**config.mk**
```make
export PLATFORM = sky130hd
export DESIGN_NAME = sdc_decode
export DESIGN_NICKNAME = d
export VERILOG_FILES = /design/src/rtl/sdc_pkg.sv /design/src/rtl/sdc_decode.sv
export SDC_FILE = /design/constraint.sdc
export NUM_CORES = 1
export LEC_CHECK = 0
export BUFFER_PORTS_ARGS = -buffer_cell sky130_fd_sc_hd__buf_2
export CAP_MARGIN = 15
export CORE_ASPECT_RATIO = 1.2
export CORE_MARGIN = 2
export CORE_UTILIZATION = 50
export CTS_BUF_LIST = sky130_fd_sc_hd__clkbuf_8
export CTS_CLUSTER_SIZE = 30
export DETAILED_ROUTE_END_ITERATION = 8
export PLACE_DENSITY = 0.8
export SLEW_MARGIN = 15
export SYNTH_ARGS = -nofsm -noshare
export SYNTH_HDL_FRONTEND = slang
export SYNTH_SLANG_ARGS = --single-unit
```
**constraint.sdc**
```tcl
create_clock -name core_clk_in -period 2.4 [get_ports core_clk_in]
set_clock_uncertainty 0.1 [all_clocks]
set_input_delay 0.36 -clock core_clk_in [delete_from_list [all_inputs] [get_ports core_clk_in]]
set_output_delay 0.36 -clock core_clk_in [all_outputs]
set_load 0.02 [all_outputs]
```
**src/rtl/sdc_pkg.sv**
```systemverilog
// Shared types, encodings and mode-register layout of the command decoder.
// Assumes one clock domain; the users import the whole package.
package sdc_pkg;

    localparam int ADDR_W = 12;
    localparam int BANK_W = 2;
    localparam int DATA_W = 32;
    localparam int MASK_W = 4;
    localparam int COL_W = 8;
    localparam int BEAT_W = 9;
    localparam int CL_MAX = 3;
    localparam int AP_BIT = 10;

    // Strobe encodings {row, column, write enable}, all active low
    localparam logic [2:0] ENC_NOP = 3'h7;
    localparam logic [2:0] ENC_ACTIVE = 3'h3;
    localparam logic [2:0] ENC_READ = 3'h5;
    localparam logic [2:0] ENC_WRITE = 3'h4;
    localparam logic [2:0] ENC_BST = 3'h6;
    localparam logic [2:0] ENC_PRECHARGE = 3'h2;
    localparam logic [2:0] ENC_REFRESH = 3'h1;

    localparam logic [2:0] BL_1 = 3'h0;
    localparam logic [2:0] BL_2 = 3'h1;
    localparam logic [2:0] BL_4 = 3'h2;
    localparam logic [2:0] BL_8 = 3'h3;
    localparam logic [2:0] BL_PAGE = 3'h7;
    localparam logic [COL_W-1:0] BLK_MASK_1 = 8'h00;
    localparam logic [COL_W-1:0] BLK_MASK_2 = 8'h01;
    localparam logic [COL_W-1:0] BLK_MASK_4 = 8'h03;
    localparam logic [COL_W-1:0] BLK_MASK_8 = 8'h07;
    localparam logic [COL_W-1:0] BLK_MASK_PAGE = 8'hFF;
    localparam logic [BEAT_W-1:0] BEATS_1 = 9'h001;
    localparam logic [BEAT_W-1:0] BEATS_2 = 9'h002;
    localparam logic [BEAT_W-1:0] BEATS_4 = 9'h004;
    localparam logic [BEAT_W-1:0] BEATS_8 = 9'h008;
    localparam logic [BEAT_W-1:0] BEATS_PAGE = 9'h100;
    localparam logic [1:0] OPM_NORMAL = 2'h0;
    localparam logic [2:0] CL_1 = 3'h1;
    localparam logic [2:0] CL_2 = 3'h2;
    localparam logic [2:0] CL_3 = 3'h3;
    // Defined start-up contents: burst of one, latency two, normal mode
    localparam logic [ADDR_W-1:0] MODE_RESET = 12'h020;

    typedef enum logic [3:0] {
        CMD_INHIBIT = 4'h0,
        CMD_NOP = 4'h1,
        CMD_ACTIVE = 4'h2,
        CMD_READ = 4'h3,
        CMD_WRITE = 4'h4,
        CMD_BST = 4'h5,
        CMD_PRECHARGE = 4'h6,
        CMD_REFRESH = 4'h7,
        CMD_MODE_LOAD = 4'h8
    } sdc_cmd_t;

    typedef enum logic [1:0] {
        ST_IDLE = 2'h0,
        ST_RD = 2'h1,
        ST_WR = 2'h3
    } sdc_burst_st_t;

    typedef struct packed {
        logic [1:0] reserved;
        logic write_burst_single_bit;
        logic op_mode_bit_high;
        logic op_mode_bit_low;
        logic [2:0] read_latency_field;
        logic burst_type;
        logic [2:0] burst_length_field;
    } sdc_mode_t;

    typedef struct packed {
        logic cke;
        logic cs_n;
        logic ras_n;
        logic cas_n;
        logic we_n;
        logic [ADDR_W-1:0] addr;
        logic [BANK_W-1:0] ba;
        logic [MASK_W-1:0] dqm;
        logic [DATA_W-1:0] dq;
    } sdc_pins_t;

    typedef struct packed {
        logic valid;
        sdc_cmd_t cmd;
        logic [BANK_W-1:0] bank;
        logic [ADDR_W-1:0] row;
        logic auto_pre;
        logic pre_all;
    } sdc_cmd_info_t;

    typedef struct packed {
        logic valid;
        logic [BANK_W-1:0] bank;
        logic [COL_W-1:0] col;
    } sdc_rd_req_t;

    typedef struct packed {
        logic [BANK_W-1:0] bank;
        logic [COL_W-1:0] col;
        logic [DATA_W-1:0] data;
        logic [MASK_W-1:0] mask;
    } sdc_wr_beat_t;

endpackage : sdc_pkg

```
**src/rtl/sdc_decode.sv**
```systemverilog
// Command decoder, mode register and data path of a synchronous DRAM.
// Assumes the pins arrive unsynchronised and the array answers reads
// combinationally in the cycle of the request.
module sdc_decode
    import sdc_pkg::*;
#(
    parameter int BUF_DEPTH = 2
)
(
    input wire logic core_clk_in,
    input wire logic rst_in,
    input wire logic cke_in,
    input wire logic cs_n_in,
    input wire logic ras_n_in,
    input wire logic cas_n_in,
    input wire logic we_n_in,
    input wire logic [ADDR_W-1:0] addr_in,
    input wire logic [BANK_W-1:0] ba_in,
    input wire logic [MASK_W-1:0] dqm_in,
    input wire logic [DATA_W-1:0] dq_in,
    output logic [DATA_W-1:0] dq_out,
    output logic [MASK_W-1:0] dq_oe_out,
    output sdc_cmd_info_t cmd_out,
    output sdc_mode_t mode_out,
    output logic mode_normal_out,
    output logic refresh_out,
    output logic [ADDR_W-1:0] refresh_row_out,
    output logic self_refresh_out,
    output sdc_rd_req_t rd_req_out,
    input wire logic [DATA_W-1:0] rd_data_in,
    output sdc_wr_beat_t wr_beat_out,
    output logic wr_valid_out,
    input wire logic wr_ready_in,
    output logic wr_full_out
);

    localparam int PTR_W = (BUF_DEPTH > 1) ? $clog2(BUF_DEPTH) : 1;
    localparam int CNT_W = $clog2(BUF_DEPTH + 1);
    localparam logic [CNT_W-1:0] DEPTH_C = CNT_W'(BUF_DEPTH);
    localparam logic [PTR_W-1:0] PTR_LAST = PTR_W'(BUF_DEPTH - 1);
    localparam logic [BEAT_W-1:0] BEAT_ONE = 9'h001;

    function automatic sdc_cmd_t decode_cmd(input sdc_pins_t p);
        sdc_cmd_t c;
        c = CMD_MODE_LOAD;
        if (p.cs_n)
        begin
            c = CMD_INHIBIT;
        end
        else if ({p.ras_n, p.cas_n, p.we_n} == ENC_NOP)
        begin
            c = CMD_NOP;
        end
        else if ({p.ras_n, p.cas_n, p.we_n} == ENC_ACTIVE)
        begin
            c = CMD_ACTIVE;
        end
        else if ({p.ras_n, p.cas_n, p.we_n} == ENC_READ)
        begin
            c = CMD_READ;
        end
        else if ({p.ras_n, p.cas_n, p.we_n} == ENC_WRITE)
        begin
            c = CMD_WRITE;
        end
        else if ({p.ras_n, p.cas_n, p.we_n} == ENC_BST)
        begin
            c = CMD_BST;
        end
        else if ({p.ras_n, p.cas_n, p.we_n} == ENC_PRECHARGE)
        begin
            c = CMD_PRECHARGE;
        end
        else if ({p.ras_n, p.cas_n, p.we_n} == ENC_REFRESH)
        begin
            c = CMD_REFRESH;
        end
        return c;
    endfunction : decode_cmd

    function automatic logic [BEAT_W-1:0] bl_beats(input logic [2:0] bl);
        case (bl)
            BL_1: return BEATS_1;
            BL_2: return BEATS_2;
            BL_4: return BEATS_4;
            BL_8: return BEATS_8;
            BL_PAGE: return BEATS_PAGE;
            default: return BEATS_1;
        endcase
    endfunction : bl_beats

    // Column of a beat, wrapping inside the burst block
    function automatic logic [COL_W-1:0] beat_col(
        input logic [COL_W-1:0] start,
        input logic [COL_W-1:0] idx,
        input logic [2:0] bl,
        input logic bt
    );
        logic [COL_W-1:0] m;
        logic [COL_W-1:0] off;
        case (bl)
            BL_2: m = BLK_MASK_2;
            BL_4: m = BLK_MASK_4;
            BL_8: m = BLK_MASK_8;
            BL_PAGE: m = BLK_MASK_PAGE;
            default: m = BLK_MASK_1;
        endcase
        // Interleave has no page form, so pages always count up
        off = (bt && bl != BL_PAGE) ? (start ^ idx) : (start + idx);
        return (start & ~m) | (off & m);
    endfunction : beat_col

    // Reserved latency codes fall back to the slowest setting
    function automatic logic [1:0] cl_cycles(input logic [2:0] f);
        case (f)
            CL_1: return 2'h1;
            CL_2: return 2'h2;
            default: return 2'h3;
        endcase
    endfunction : cl_cycles

    // Pin synchroniser
    sdc_pins_t pin_raw;
    sdc_pins_t pin_s1_q;
    sdc_pins_t pin_q;
    assign pin_raw = {cke_in, cs_n_in, ras_n_in, cas_n_in, we_n_in,
                      addr_in, ba_in, dqm_in, dq_in};

    always_ff @(posedge core_clk_in)
    begin
        pin_s1_q <= pin_raw;
        pin_q <= pin_s1_q;
    end

    // Command, mode register and refresh
    sdc_cmd_t cmd;
    sdc_cmd_info_t cmd_d, cmd_q;
    sdc_mode_t mode_d, mode_q;
    logic ref_d, ref_q;
    logic self_d, self_q;
    logic [ADDR_W-1:0] ref_row_d, ref_row_q;

    always_comb
    begin
        // Only clock enable is watched while self refreshing
        cmd = self_q ? CMD_INHIBIT : decode_cmd(pin_q);
        mode_d = mode_q;
        ref_d = 1'b0;
        ref_row_d = ref_row_q;
        self_d = self_q;
        cmd_d.valid = (cmd != CMD_INHIBIT) && (cmd != CMD_NOP);
        cmd_d.cmd = cmd;
        cmd_d.bank = pin_q.ba;
        cmd_d.row = pin_q.addr;
        cmd_d.auto_pre = pin_q.addr[AP_BIT] &&
            (cmd == CMD_READ || cmd == CMD_WRITE);
        cmd_d.pre_all = pin_q.addr[AP_BIT] && cmd == CMD_PRECHARGE;
        if (cmd == CMD_MODE_LOAD)
        begin
            mode_d = sdc_mode_t'(pin_q.addr);
        end
        if (cmd == CMD_REFRESH)
        begin
            cmd_d.bank = '0;
            cmd_d.row = ref_row_q;
            if (pin_q.cke)
            begin
                ref_d = 1'b1;
                ref_row_d = ref_row_q + 1'b1;
            end
            else
            begin
                self_d = 1'b1;
            end
        end
        else if (self_q && pin_q.cke)
        begin
            self_d = 1'b0;
        end
    end

    always_ff @(posedge core_clk_in)
    begin
        if (rst_in)
        begin
            cmd_q <= '0;
            mode_q <= sdc_mode_t'(MODE_RESET);
            ref_q <= 1'b0;
            self_q <= 1'b0;
            ref_row_q <= '0;
        end
        else
        begin
            cmd_q <= cmd_d;
            mode_q <= mode_d;
            ref_q <= ref_d;
            self_q <= self_d;
            ref_row_q <= ref_row_d;
        end
    end

    // Burst sequencer
    sdc_burst_st_t st_d, st_q;
    logic [BANK_W-1:0] bank_d, bank_q;
    logic [COL_W-1:0] start_d, start_q;
    logic [BEAT_W-1:0] idx_d, idx_q;
    logic [BEAT_W-1:0] beats_d, beats_q;
    logic [2:0] bl_d, bl_q;
    logic bt_d, bt_q;
    logic endless_d, endless_q;
    logic rd_now;
    logic wr_now;
    logic [COL_W-1:0] now_col;
    logic [BANK_W-1:0] now_bank;

    always_comb
    begin
        st_d = st_q;
        bank_d = bank_q;
        start_d = start_q;
        idx_d = idx_q;
        beats_d = beats_q;
        bl_d = bl_q;
        bt_d = bt_q;
        endless_d = endless_q;
        rd_now = 1'b0;
        wr_now = 1'b0;
        now_col = beat_col(start_q, idx_q[COL_W-1:0], bl_q, bt_q);
        now_bank = bank_q;
        if (cmd == CMD_READ || cmd == CMD_WRITE)
        begin
            bank_d = pin_q.ba;
            start_d = pin_q.addr[COL_W-1:0];
            bl_d = mode_q.burst_length_field;
            bt_d = mode_q.burst_type;
            beats_d = bl_beats(mode_q.burst_length_field);
            if (cmd == CMD_WRITE && mode_q.write_burst_single_bit)
            begin
                beats_d = BEATS_1;
                bl_d = BL_1;
            end
            endless_d = beats_d == BEATS_PAGE;
            idx_d = BEAT_ONE;
            now_col = pin_q.addr[COL_W-1:0];
            now_bank = pin_q.ba;
            rd_now = cmd == CMD_READ;
            wr_now = cmd == CMD_WRITE;
            st_d = (beats_d == BEATS_1) ? ST_IDLE :
                   (cmd == CMD_READ) ? ST_RD : ST_WR;
        end
        else if (cmd == CMD_BST || cmd == CMD_PRECHARGE)
        begin
            // Precharge also cuts a running burst short
            st_d = ST_IDLE;
        end
        else
        begin
            case (st_q)
                ST_RD,
                ST_WR:
                begin
                    // Deselect and no-op leave the burst running
                    rd_now = st_q == ST_RD;
                    wr_now = st_q == ST_WR;
                    idx_d = idx_q + BEAT_ONE;
                    if (!endless_q && idx_d == beats_q)
                    begin
                        st_d = ST_IDLE;
                    end
                end
                default:
                begin
                    st_d = ST_IDLE;
                end
            endcase
        end
    end

    always_ff @(posedge core_clk_in)
    begin
        if (rst_in)
        begin
            st_q <= ST_IDLE;
            bank_q <= '0;
            start_q <= '0;
            idx_q <= '0;
            beats_q <= '0;
            bl_q <= BL_1;
            bt_q <= 1'b0;
            endless_q <= 1'b0;
        end
        else
        begin
            st_q <= st_d;
            bank_q <= bank_d;
            start_q <= start_d;
            idx_q <= idx_d;
            beats_q <= beats_d;
            bl_q <= bl_d;
            bt_q <= bt_d;
            endless_q <= endless_d;
        end
    end

    // Read data path with programmable latency
    sdc_rd_req_t rd_req_d, rd_req_q;
    logic [CL_MAX-1:0] rd_pipe_d, rd_pipe_q;
    logic [DATA_W-1:0] dpipe_d [CL_MAX-1];
    logic [DATA_W-1:0] dpipe_q [CL_MAX-1];
    logic [MASK_W-1:0] dqm_p1_q, dqm_p2_q;
    logic [DATA_W-1:0] dq_d, dq_q;
    logic [MASK_W-1:0] oe_d, oe_q;
    logic [1:0] lat;
    logic drive_now;
    logic data_now;

    always_comb
    begin
        lat = cl_cycles(mode_q.read_latency_field);
        rd_req_d = {rd_now, now_bank, now_col};
        rd_pipe_d = {rd_pipe_q[CL_MAX-2:0], rd_now};
        dpipe_d[0] = rd_data_in;
        dpipe_d[1] = dpipe_q[0];
        dq_d = dq_q;
        case (lat)
            2'h1:
            begin
                drive_now = rd_now;
                data_now = rd_pipe_q[0];
                if (data_now)
                begin
                    dq_d = rd_data_in;
                end
            end
            2'h2:
            begin
                drive_now = rd_pipe_q[0];
                data_now = rd_pipe_q[1];
                if (data_now)
                begin
                    dq_d = dpipe_q[0];
                end
            end
            default:
            begin
                drive_now = rd_pipe_q[1];
                data_now = rd_pipe_q[2];
                if (data_now)
                begin
                    dq_d = dpipe_q[1];
                end
            end
        endcase
        // Mask registered two edges back floats its byte
        oe_d = {MASK_W{drive_now || data_now}} & ~dqm_p2_q;
    end

    always_ff @(posedge core_clk_in)
    begin
        if (rst_in)
        begin
            rd_req_q <= '0;
            rd_pipe_q <= '0;
            dpipe_q[0] <= '0;
            dpipe_q[1] <= '0;
            dqm_p1_q <= '0;
            dqm_p2_q <= '0;
            dq_q <= '0;
            oe_q <= '0;
        end
        else
        begin
            rd_req_q <= rd_req_d;
            rd_pipe_q <= rd_pipe_d;
            dpipe_q[0] <= dpipe_d[0];
            dpipe_q[1] <= dpipe_d[1];
            dqm_p1_q <= pin_q.dqm;
            dqm_p2_q <= dqm_p1_q;
            dq_q <= dq_d;
            oe_q <= oe_d;
        end
    end

    // Write beat buffer; a beat arriving while full is lost and shows
    // only as the full flag, since the pins cannot be stalled
    sdc_wr_beat_t wmem_d [BUF_DEPTH];
    sdc_wr_beat_t wmem_q [BUF_DEPTH];
    logic [PTR_W-1:0] wptr_d, wptr_q, rptr_d, rptr_q;
    logic [CNT_W-1:0] cnt_d, cnt_q;
    sdc_wr_beat_t head_d, head_q;
    logic push;
    logic pop;

    always_comb
    begin
        wmem_d = wmem_q;
        push = wr_now && cnt_q != DEPTH_C;
        pop = cnt_q != '0 && wr_ready_in;
        wptr_d = wptr_q;
        rptr_d = rptr_q;
        cnt_d = cnt_q;
        if (push)
        begin
            // Mask travels with its own beat
            wmem_d[wptr_q] = {now_bank, now_col, pin_q.dq, pin_q.dqm};
            wptr_d = (wptr_q == PTR_LAST) ? '0 : wptr_q + 1'b1;
        end
        if (pop)
        begin
            rptr_d = (rptr_q == PTR_LAST) ? '0 : rptr_q + 1'b1;
        end
        cnt_d = cnt_q + CNT_W'(push) - CNT_W'(pop);
        head_d = wmem_d[rptr_d];
    end

    always_ff @(posedge core_clk_in)
    begin
        if (rst_in)
        begin
            wmem_q <= '{default: '0};
            wptr_q <= '0;
            rptr_q <= '0;
            cnt_q <= '0;
            head_q <= '0;
        end
        else
        begin
            wmem_q <= wmem_d;
            wptr_q <= wptr_d;
            rptr_q <= rptr_d;
            cnt_q <= cnt_d;
            head_q <= head_d;
        end
    end

    // Outputs straight from flops
    logic normal_q;
    logic wr_valid_q;
    logic wr_full_q;

    always_ff @(posedge core_clk_in)
    begin
        if (rst_in)
        begin
            normal_q <= 1'b0;
            wr_valid_q <= 1'b0;
            wr_full_q <= 1'b0;
        end
        else
        begin
            normal_q <= {mode_d.op_mode_bit_high,
                         mode_d.op_mode_bit_low} == OPM_NORMAL;
            wr_valid_q <= cnt_d != '0;
            wr_full_q <= cnt_d == DEPTH_C;
        end
    end

    assign dq_out = dq_q;
    assign dq_oe_out = oe_q;
    assign cmd_out = cmd_q;
    assign mode_out = mode_q;
    assign mode_normal_out = normal_q;
    assign refresh_out = ref_q;
    assign refresh_row_out = ref_row_q;
    assign self_refresh_out = self_q;
    assign rd_req_out = rd_req_q;
    assign wr_beat_out = head_q;
    assign wr_valid_out = wr_valid_q;
    assign wr_full_out = wr_full_q;

endmodule : sdc_decode

```
======== Word-level counts from Yosys, hierarchy flattened ========
Memory sizes are Yosys's and may differ from the RTL's.
Cells that the tools add are included.
Widths: inputs -> output; s select.
cells by class
  add/subtract/negate cells ............... 7
  $lt $le $gt $ge ......................... 3
  eq/ne operators ......................... 39
  multiplexer cells ....................... 60
  bitwise gates (word level) .............. 13
  reductions and logical operators ........ 30
operators by type and width
  operator               count
  $mux 46                4
  $mux 32                5
  $bwmux 92              1
  $mux 92                1
  $pmux 32 s2            1
  $demux 46 s1           1
  $mux 4                 9
  $pmux 9 s4             1
  $pmux 8 s4             1
  $mux 9                 3
  $eq 3x2->1 const B     7
  $mux 1                 19
  $eq 3x3->1 const B     6
  $and 8x8->8            2
  $eq 4x3->1 const B     4
  $mux 8                 2
  $mux 2                 7
  $add 12x1->12 const B  1
  $eq 3x1->1 const B     4
  $mux 12                1
  $logic_and 1x1->1      10
  $ne 2x2->1 const B     5
  $add 9x1->9 const B    1
  $eq 9x1->1 const B     1
  other kinds (35)       55
storage, ports and cells
  flip-flop bits (word level) ............. 393
  memory bits (writable) .................. 64
  bits of input ports ..................... 90
  output and inout port bits .............. 143
  logic and storage cells ................. 221
  memories kept ........................... 1
memories
  name     depth  width  rd ports  clocked after memory_dff  write ports  RTL line           source
  dpipe_q  2      32     2         0                         2            sdc_decode.sv:309  logic [DATA_W-1:0] dpipe_q [CL_MAX-1];

======== Logic depth before layout (Yosys ltp) ========
Gate-level depths: netlist of run 1.
  depth in word-level cells ............... 19
  gate-level depth with buffers ........... 12
  mapped depth without buffers ............ 10

======== Worst setup path after synthesis of run 1 ========
No wires, ideal clock.
  kind .................................... flip-flop to flip-flop
  start ................................... register mode_q (netlist bit mode_out[5])
  end ..................................... register dq_q[10], in the netlist dq_out[10]
  setup time .............................. 0.128 ns
  data arrival time ....................... 2.335 ns
  path slack .............................. -0.163 ns
  cell stages (with the launch flop) ...... 11
  path buffers ............................ 3
  path through ............................ dfxtp_1 or3b_2 ha_1 clkbuf_1 nor3_1 a221o_1 clkbuf_1 buf_1 nor2_1 a21oi_1 nor2_1
between the ends
  longest elaborated chain between the ends .. 5
RTL lines
  what                                                                     RTL line           source
  from (decl)                                                              sdc_decode.sv:138  sdc_mode_t mode_d, mode_q;
  from (signal assigned)                                                   sdc_decode.sv:187  mode_q <= sdc_mode_t'(MODE_RESET);
  from (signal assigned)                                                   sdc_decode.sv:195  mode_q <= mode_d;
  $eq 3x2->1 / $eq 3x1->1 (equally long branches)                          sdc_decode.sv:115  case (f)
  $pmux 2 s2 *                                                             sdc_decode.sv:115
  $eq 2x2->1 / $eq 2x1->1 (equally long branches)                          sdc_decode.sv:325  case (lat)
  $ne 2x2->1 (no source line) / $reduce_bool 3->1 (equally long branches)  n/a
  $reduce_and 3->1 (no source line)                                        n/a
  to (signal assigned)                                                     sdc_decode.sv:379  dq_q <= dq_d;
  to (decl)                                                                sdc_decode.sv:311  logic [DATA_W-1:0] dq_d, dq_q;
Mark *: on every way between the ends. The rest lies on a longest branch, timed or not.
A chain may end at the register's enable or synchronous reset.

======== Final worst setup path of run 1 ========
  start ................................... register mode_q (netlist bit mode_out[4])
  end ..................................... register dq_q[14], in the netlist dq_out[14]
Same word-level chain as after synthesis.

==> flow_summary_export.csv, run 1 <==
group,metric,value,unit
setup_path,arrival,2670,ps
logic_synthesis,synth_top_flop_cell,"dfxtp_1",
timing,final_hold_viol_count,0,
routing,wire_per_inst,15.9,µm
finish,n_antenna_cell,0,
cts,clkTransAtPathRegs,60,ps
timing,setup_viol,0,
finish,final_cell_mix,"dfxtp_1 (447), nor2_1 (245), buf_2 (231)",
logic_synthesis,synth.yosys.seq_area_share,61.2,%
logic_synthesis,synth_fp_nets,1551,
timing,fin_crit_sh,96.9,%
finish,final_util,64.1,%
power_and_ir_drop,p_clk_share,40.3,%
power_and_ir_drop,p_comb_share,7.5,%
timing,layout_min_cycle_time,2330,ps
place,placed_area,16500,µm²
logic_synthesis,ys_types,63,
timing,worst_pin_slew,951,ps
run,max-cap-violations,0,
finish,drive_gt1_share,22.5,%
setup_path,cp-start-kind,"flop",
finish,final_area,18800,µm²
power_and_ir_drop,power-per-cell-area,806,nW/µm²
power_and_ir_drop,power.internal,11.5,mW
floorplanning,io_pins,233,
timing,setup_slack,73.7,ps
place,gp_congestion,0.845,
routing,viasPerCell,5.18,
routing,drcViolationCount,0,
power_and_ir_drop,irDropWorstVdd,0.651,mV
timing,setup-tns-final,0,ps
routing,dr_wl_met3,2130,µm
routing,dr_wl_met2,17500,µm
logic_synthesis,ys_seq_elements,452,
logic_synthesis,synthCells,1448,
floorplanning,core-area,29400,µm²
grt,grt_usage,22.3,%
logic_synthesis,post_synth.cell_area_avg,10.2,µm²
floorplanning,initial_utilization,50.4,%
finish,final_nets,1899,
cts,clock-sinks,452,
routing,dr.pass1.iters,5,
cts,cts_tree,"yes",
floorplanning,dieWidth,161,µm
setup_path,cp.required,2740,ps
setup_path,endpoint_kind,"flop",
outcome,status,"complete, no violations",
place,pre_cts_ws,55.9,ps
routing,first_iter_violations,865,
setup_path,reg2reg_slack,70,ps
power_and_ir_drop,cellLeakagePower,8.55,nW
floorplanning,die_area,31000,µm²
power_and_ir_drop,total_power,15.2,mW
logic_synthesis,yosysWarningCount,0,
floorplanning,die_y,192,µm
finish,area_growth,27.2,%
logic_synthesis,synthArstFlopShare,0,%
routing,wl_met1,14400,µm
timing,maxSlewHeadroom,36.4,%
cts,cts_root_buffer,"clkbuf_8",
power_and_ir_drop,p_sw,3.62,mW
grt,overflow,0,
finish,mostFrequentLayoutCell,"dfxtp_1",
timing,fmax,0.430,GHz
grt,antenna_found_initial,1,
place,port_buffers,232,
logic_synthesis,syn-cell-area,14800,µm²
floorplanning,fp-row-count,69,
grt,grt_max_degree,149,
routing,top_layer_used,"met5",
cts,clk_latency,590,ps
grt,grt_pass1_vias,11300,
logic_synthesis,synth_edf_count,0,
power_and_ir_drop,p_sw_share,23.9,%
grt,grt_pass1_wl,55800,µm
routing,ant_nets,0,
cts,numCtsBuffers,69,
setup_path,cp_max_fo,17,
timing,slew_viol_final,0,
place,dp_hpwl,21800,µm
setup_path,worstSetupPathType,"flop to flop",
hold_path,hold_class,"input port to flop",
routing,drt-total-wl,35400,µm
cts,cts-htree-levels,3,
power_and_ir_drop,pwr-share-seq,52.2,%
routing,vias,11600,
cts,cts_buffer_depth,3,
metal layers:
| metal | GRT usage (%) | up-vias |
|---|---|---|
| met4 | 10.9 | 2 |
| li1 | - | 5635 |
| met3 | 5.65 | 88 |
| met1 | 25.7 | 5490 |
| met5 | 0 | - |
| met2 | 38.9 | 346 |
metrics by stage:
| step | hold slack [ps] | instances |
|---|---|---|
| floorplan | 210 | 1448 |
| global placement | 210 | 2028 |
| detailed placement | 212 | 2028 |
| CTS | 45.9 | 2234 |
| global route | 68.7 | 2234 |
| finish | 81.6 | 2234 |
cell usage after synthesis, types with 3 or more instances:
cell,number,share of area (%)
nand3b_1,3,0.15
and4_1,3,0.18
o21a_1,4,0.20
buf_1,4,0.10
a211oi_1,11,0.56
a21o_1,4,0.20
inv_1,15,0.38
nor3_1,8,0.27
ha_1,12,1.0
a31oi_1,4,0.17
and2_1,7,0.30
a32o_1,3,0.20
mux2i_1,83,5.6
a21oi_1,113,3.8
dfxtp_1,452,61
a31o_2,3,0.18
o22ai_1,38,1.6
a22oi_1,38,1.9
nand4_1,8,0.34
nor2_1,245,6.2
o21ai_0,21,0.71
buf_2,12,0.41
nand2_1,72,1.8
nor2b_1,87,3.7
buf_4,5,0.25
xnor2_1,9,0.53
or3_1,10,0.42
nand3_1,15,0.51
and3_1,6,0.25
clkbuf_1,69,1.8
nand2b_1,11,0.47
mux2_2,4,0.30
nor3b_1,4,0.20
a22o_1,13,0.77
xor2_1,18,1.1
flip-flops by register name, summed over array words and instances (netlist names), 2 cells and up:
name             count
wmem_q              92
dpipe_q             64
pin_q               55
pin_s1_q            55
wr_beat_out         46
dq_out              32
cmd_out             21
mode_out            12
refresh_row_out     12
rd_req_out          10
idx_q                9
start_q              8
beats_q              5
dq_oe_out            4
dqm_p1_q             4
dqm_p2_q             4
bl_q                 3
rd_pipe_q            3
cnt_q                2
st_q                 2
final cells by class:
cell class	instances	area [µm²]
clock inverters	32	156
clock buffers	87	1200
well taps	390	488
fillers	2250	10500
flip-flops and latches	452	9060
repair buffers	368	2490
inverters	15	56.3
multi-input cells	890	5370
power by group through the flow:
stage	Clock, mW	Sequential [mW]	Combinational [mW]
floorplan	0	8.14	0.552
global placement	0	8.06	0.994
detailed placement	0	8.07	1.01
CTS	6.23	7.91	1.13
global route	6.61	7.94	1.24
finish	6.11	7.92	1.14
kinds of logic after synthesis:
family	Yosys count	share of synthesized area, %
compound gates	270	11.5
xor+xnor	27	1.60
fa+ha+maj	15	1.29
buf+inv	106	2.97
flops	452	61.2
mux	87	5.92
simple gates	491	15.5
final timing paths:
check | startpoint | to | cells past startpoint
max reg2reg | mode_out[4] | dq_out[14] | 8
max | mode_out[4] | dq_out[14] | 8
min | rst_in | mode_out[10] | 2
min reg2reg | pin_s1_q[52] | pin_q[52] | 0
worst max-delay path: stages (launching register included):
cell	delay (ps)
dfxtp_1	330
or3b_2	520
ha_2	440
buf_4	250
nor2_1	80
a21oi_1	170
nor2_1	70
a21oi_1	170
nor2_1	60
repair_timing:
item / CTS / global route
gates resized for setup: 0 / 17
endpoints found under the setup margin: 0 / 41
endpoints found under the hold margin: 87 / 0
setup buffers: 0 / 0
hold buffers: 87 / 0
Note: power is estimated with default switching activity, not from simulation.
==> run 2: changes to the inputs <==
--- a/config.mk
+++ b/config.mk
@@ -14,6 +14,7 @@
 export CTS_CLUSTER_SIZE = 30
 export DETAILED_ROUTE_END_ITERATION = 8
 export PLACE_DENSITY = 0.8
+export SETUP_SLACK_MARGIN = 0.4
 export SLEW_MARGIN = 15
 export SYNTH_ARGS = -nofsm -noshare
 export SYNTH_HDL_FRONTEND = slang
==> run 2 against run 1 <==
Cell count increased by 3.4%. Clock power up 3%. Utilization increased by 12 points. Flip-flop and latch count stayed put. Largest cell class unchanged. Register-to-register slack worse by 30 ps. Routed wire length up 35%. Highest routed layer is now met4. Global-route usage grew 4.4 points. Maximum frequency decreased by 1.2%. Critical path type unchanged.
==> flow_summary_export.csv, run 2 (same netlist as run 1, synthesis figures left out) <==
group,metric,value,unit
floorplanning,initial_utilization,50.4,%
finish,drive_gt1_share,42.1,%
routing,first_iter_violations,878,
grt,grt_pass1_vias,12700,
finish,mostFrequentLayoutCell,"dfxtp_1",
finish,nFillCells,1694,
cts,clock-sinks,452,
finish,area_growth,51.4,%
finish,reg.largest.list,"wmem_q (92), dpipe_q (64)",
run,max-cap-violations,0,
grt,grt_max_degree,88,
grt,grt_usage,26.7,%
floorplanning,core-area,29400,µm²
floorplanning,die_y,192,µm
cts,clk_latency,610,ps
timing,final_hold_viol_count,0,
timing,setup_viol,0,
cts,cts_tree,"yes",
power_and_ir_drop,power-per-cell-area,717,nW/µm²
grt,grt_pass1_wl,65800,µm
power_and_ir_drop,p_sw_share,26.0,%
place,dp_cells,2026,
finish,instances_no_fill,2309,
timing,whs,67.5,ps
cts,numCtsBuffers,68,
timing,worst_pin_slew,910,ps
setup_path,cpPeakStageDelay,560,ps
timing,grt_setup_unrepaired,"yes",
routing,drt-total-wl,47800,µm
routing,ant_nets,0,
routing,vias,12800,
setup_path,cp-start-kind,"flop",
finish,final_cell_mix,"dfxtp_1 (432), buf_2 (231), nor2_1 (192)",
power_and_ir_drop,p_comb_share,11.0,%
outcome,status,"complete, no violations",
setup_path,worstPathCellList,"or4b_4 -> o21ai_4 -> and2_4 -> mux2_4 -> o21a_1 -> ha_4 -> xor2_4 -> a21oi_2",
power_and_ir_drop,cellLeakagePower,9.08,nW
power_and_ir_drop,pwr-share-seq,49.8,%
setup_path,cp_top_family,"simple AND/OR/NAND/NOR gates",
setup_path,arrival,2710,ps
timing,fin_crit_sh,98.1,%
timing,fmax,0.425,GHz
setup_path,endpoint_kind,"flop",
routing,viasPerCell,5.55,
timing,maxSlewHeadroom,39.3,%
setup_path,worstSetupPathType,"flop to flop",
cts,cts_root_buffer,"clkbuf_8",
setup_path,cp_max_fo,5,
floorplanning,fp-row-count,69,
setup_path,cp.required,2750,ps
grt,overflow,0,
place,dp_hpwl,22700,µm
finish,regMostFlops,"wmem_q",
setup_path,slowest_stage,"or4b_4",
hold_path,hold_class,"input port to flop",
power_and_ir_drop,irDropWorstVdd,0.807,mV
floorplanning,io_pins,233,
power_and_ir_drop,p_sw,4.18,mW
routing,wire_per_inst,20.7,µm
power_and_ir_drop,p_clk_share,39.1,%
finish,largest_register_ffs,92,
place,gp_congestion,0.832,
timing,layout_min_cycle_time,2360,ps
grt,antenna_found_initial,1,
floorplanning,dieWidth,161,µm
floorplanning,die_area,31000,µm²
power_and_ir_drop,power.internal,11.9,mW
place,port_buffers,232,
cts,cts_buffer_depth,3,
routing,dr.pass1.iters,5,
timing,slew_viol_final,0,
cts,cts-htree-levels,3,
cts,clkTransAtPathRegs,70,ps
finish,final_nets,1975,
setup_path,path_buf_inv,0,
routing,drcViolationCount,0,
[run 2: cell count changes in the layout (fill, tap and decap cells not counted), sizes merged]
cell / before / now
inv: 35 / 38
a221o: 1 / 2
clkinvlp: 4 / 1
bufinv: 0 / 1
clkbuf: 88 / 89
diode: 0 / 1
buf: 280 / 351
[run 2: power groups by stage]
stage               combinational, mW  clock, mW  sequential (mW)
floorplan                       0.652          0             8.15
global placement                 1.08          0             8.07
detailed placement               1.11          0             8.09
CTS                              1.50       6.25             7.94
global route                     1.86       6.69             8.01
finish                           1.77       6.28             8.00
[run 2: layer usage]
layer  wire, µm  vias up  share of wire (%)  GRT usage, %
li1           -     5815                  -             -
met1      17600     6272                 37          30.9
met2      24800      570                 52          47.8
met3       3060      157                6.4          5.31
met4       2230        0                4.7          12.2
met5          0        -                  0             0
[run 2: cell type report]
cell class	count	area [µm²]	area share, %
Timing Repair Buffer	444	3720	16.6
Clock buffer	83	1140	5.10
Antenna cell	1	2.50	0.0112
Tap cell	390	488	2.18
Multi-Input combinational cell	891	7690	34.3
Inverter	15	58.8	0.263
Sequential cell	452	9100	40.6
Clock inverter	33	198	0.883
[run 2: final timing paths]
kind	start	to	slack [ps]	cells past startpoint
max	pin_q[51]	wr_valid_out	40	8
max reg2reg	pin_q[51]	wr_valid_out	40	8
min	rst_in	st_q[0]	70	2
min reg2reg	pin_s1_q[51]	pin_q[51]	210	0
[run 2: metrics by stage]
step / worst slack (ps) / power, mW / area (µm²) / utilization (%) / TNS, ps
floorplan: 77.0 / 8.80 / 15400 / - / 0
global placement: 29.3 / 9.16 / 17000 / 57.8 / 0
detailed placement: -4.18 / 9.19 / 17000 / 57.8 / -4.18
CTS: 85.2 / 15.7 / 20700 / 70.6 / 0
global route: -6.26 / 16.6 / 22400 / 76.3 / -8.12
finish: 44.8 / 16.1 / 22400 / 76.3 / 0
[run 2: worst reg2reg max path, delay by kind of cell, from the launching register on]
kind                     cells  cell delay (ps)
AO/OA/AOI/OAI                3              330
XOR/XNOR                     1              200
adder cells (fa/ha/maj)      1              190
flip-flops                   1              330
multiplexers                 1              290
AND/OR/NAND/NOR              2              770
[run 2: timing repair]
| action | 4_1_cts | 5_1_grt |
|---|---|---|
| resized for setup | 186 | 276 |
| hold endpoints to repair | 87 | 0 |
| gates cloned | 14 | 4 |
| hold buffers | 87 | 0 |
| pin swaps | 51 | 63 |
| setup buffers | 45 | 16 |
| setup endpoints to repair | 196 | 192 |
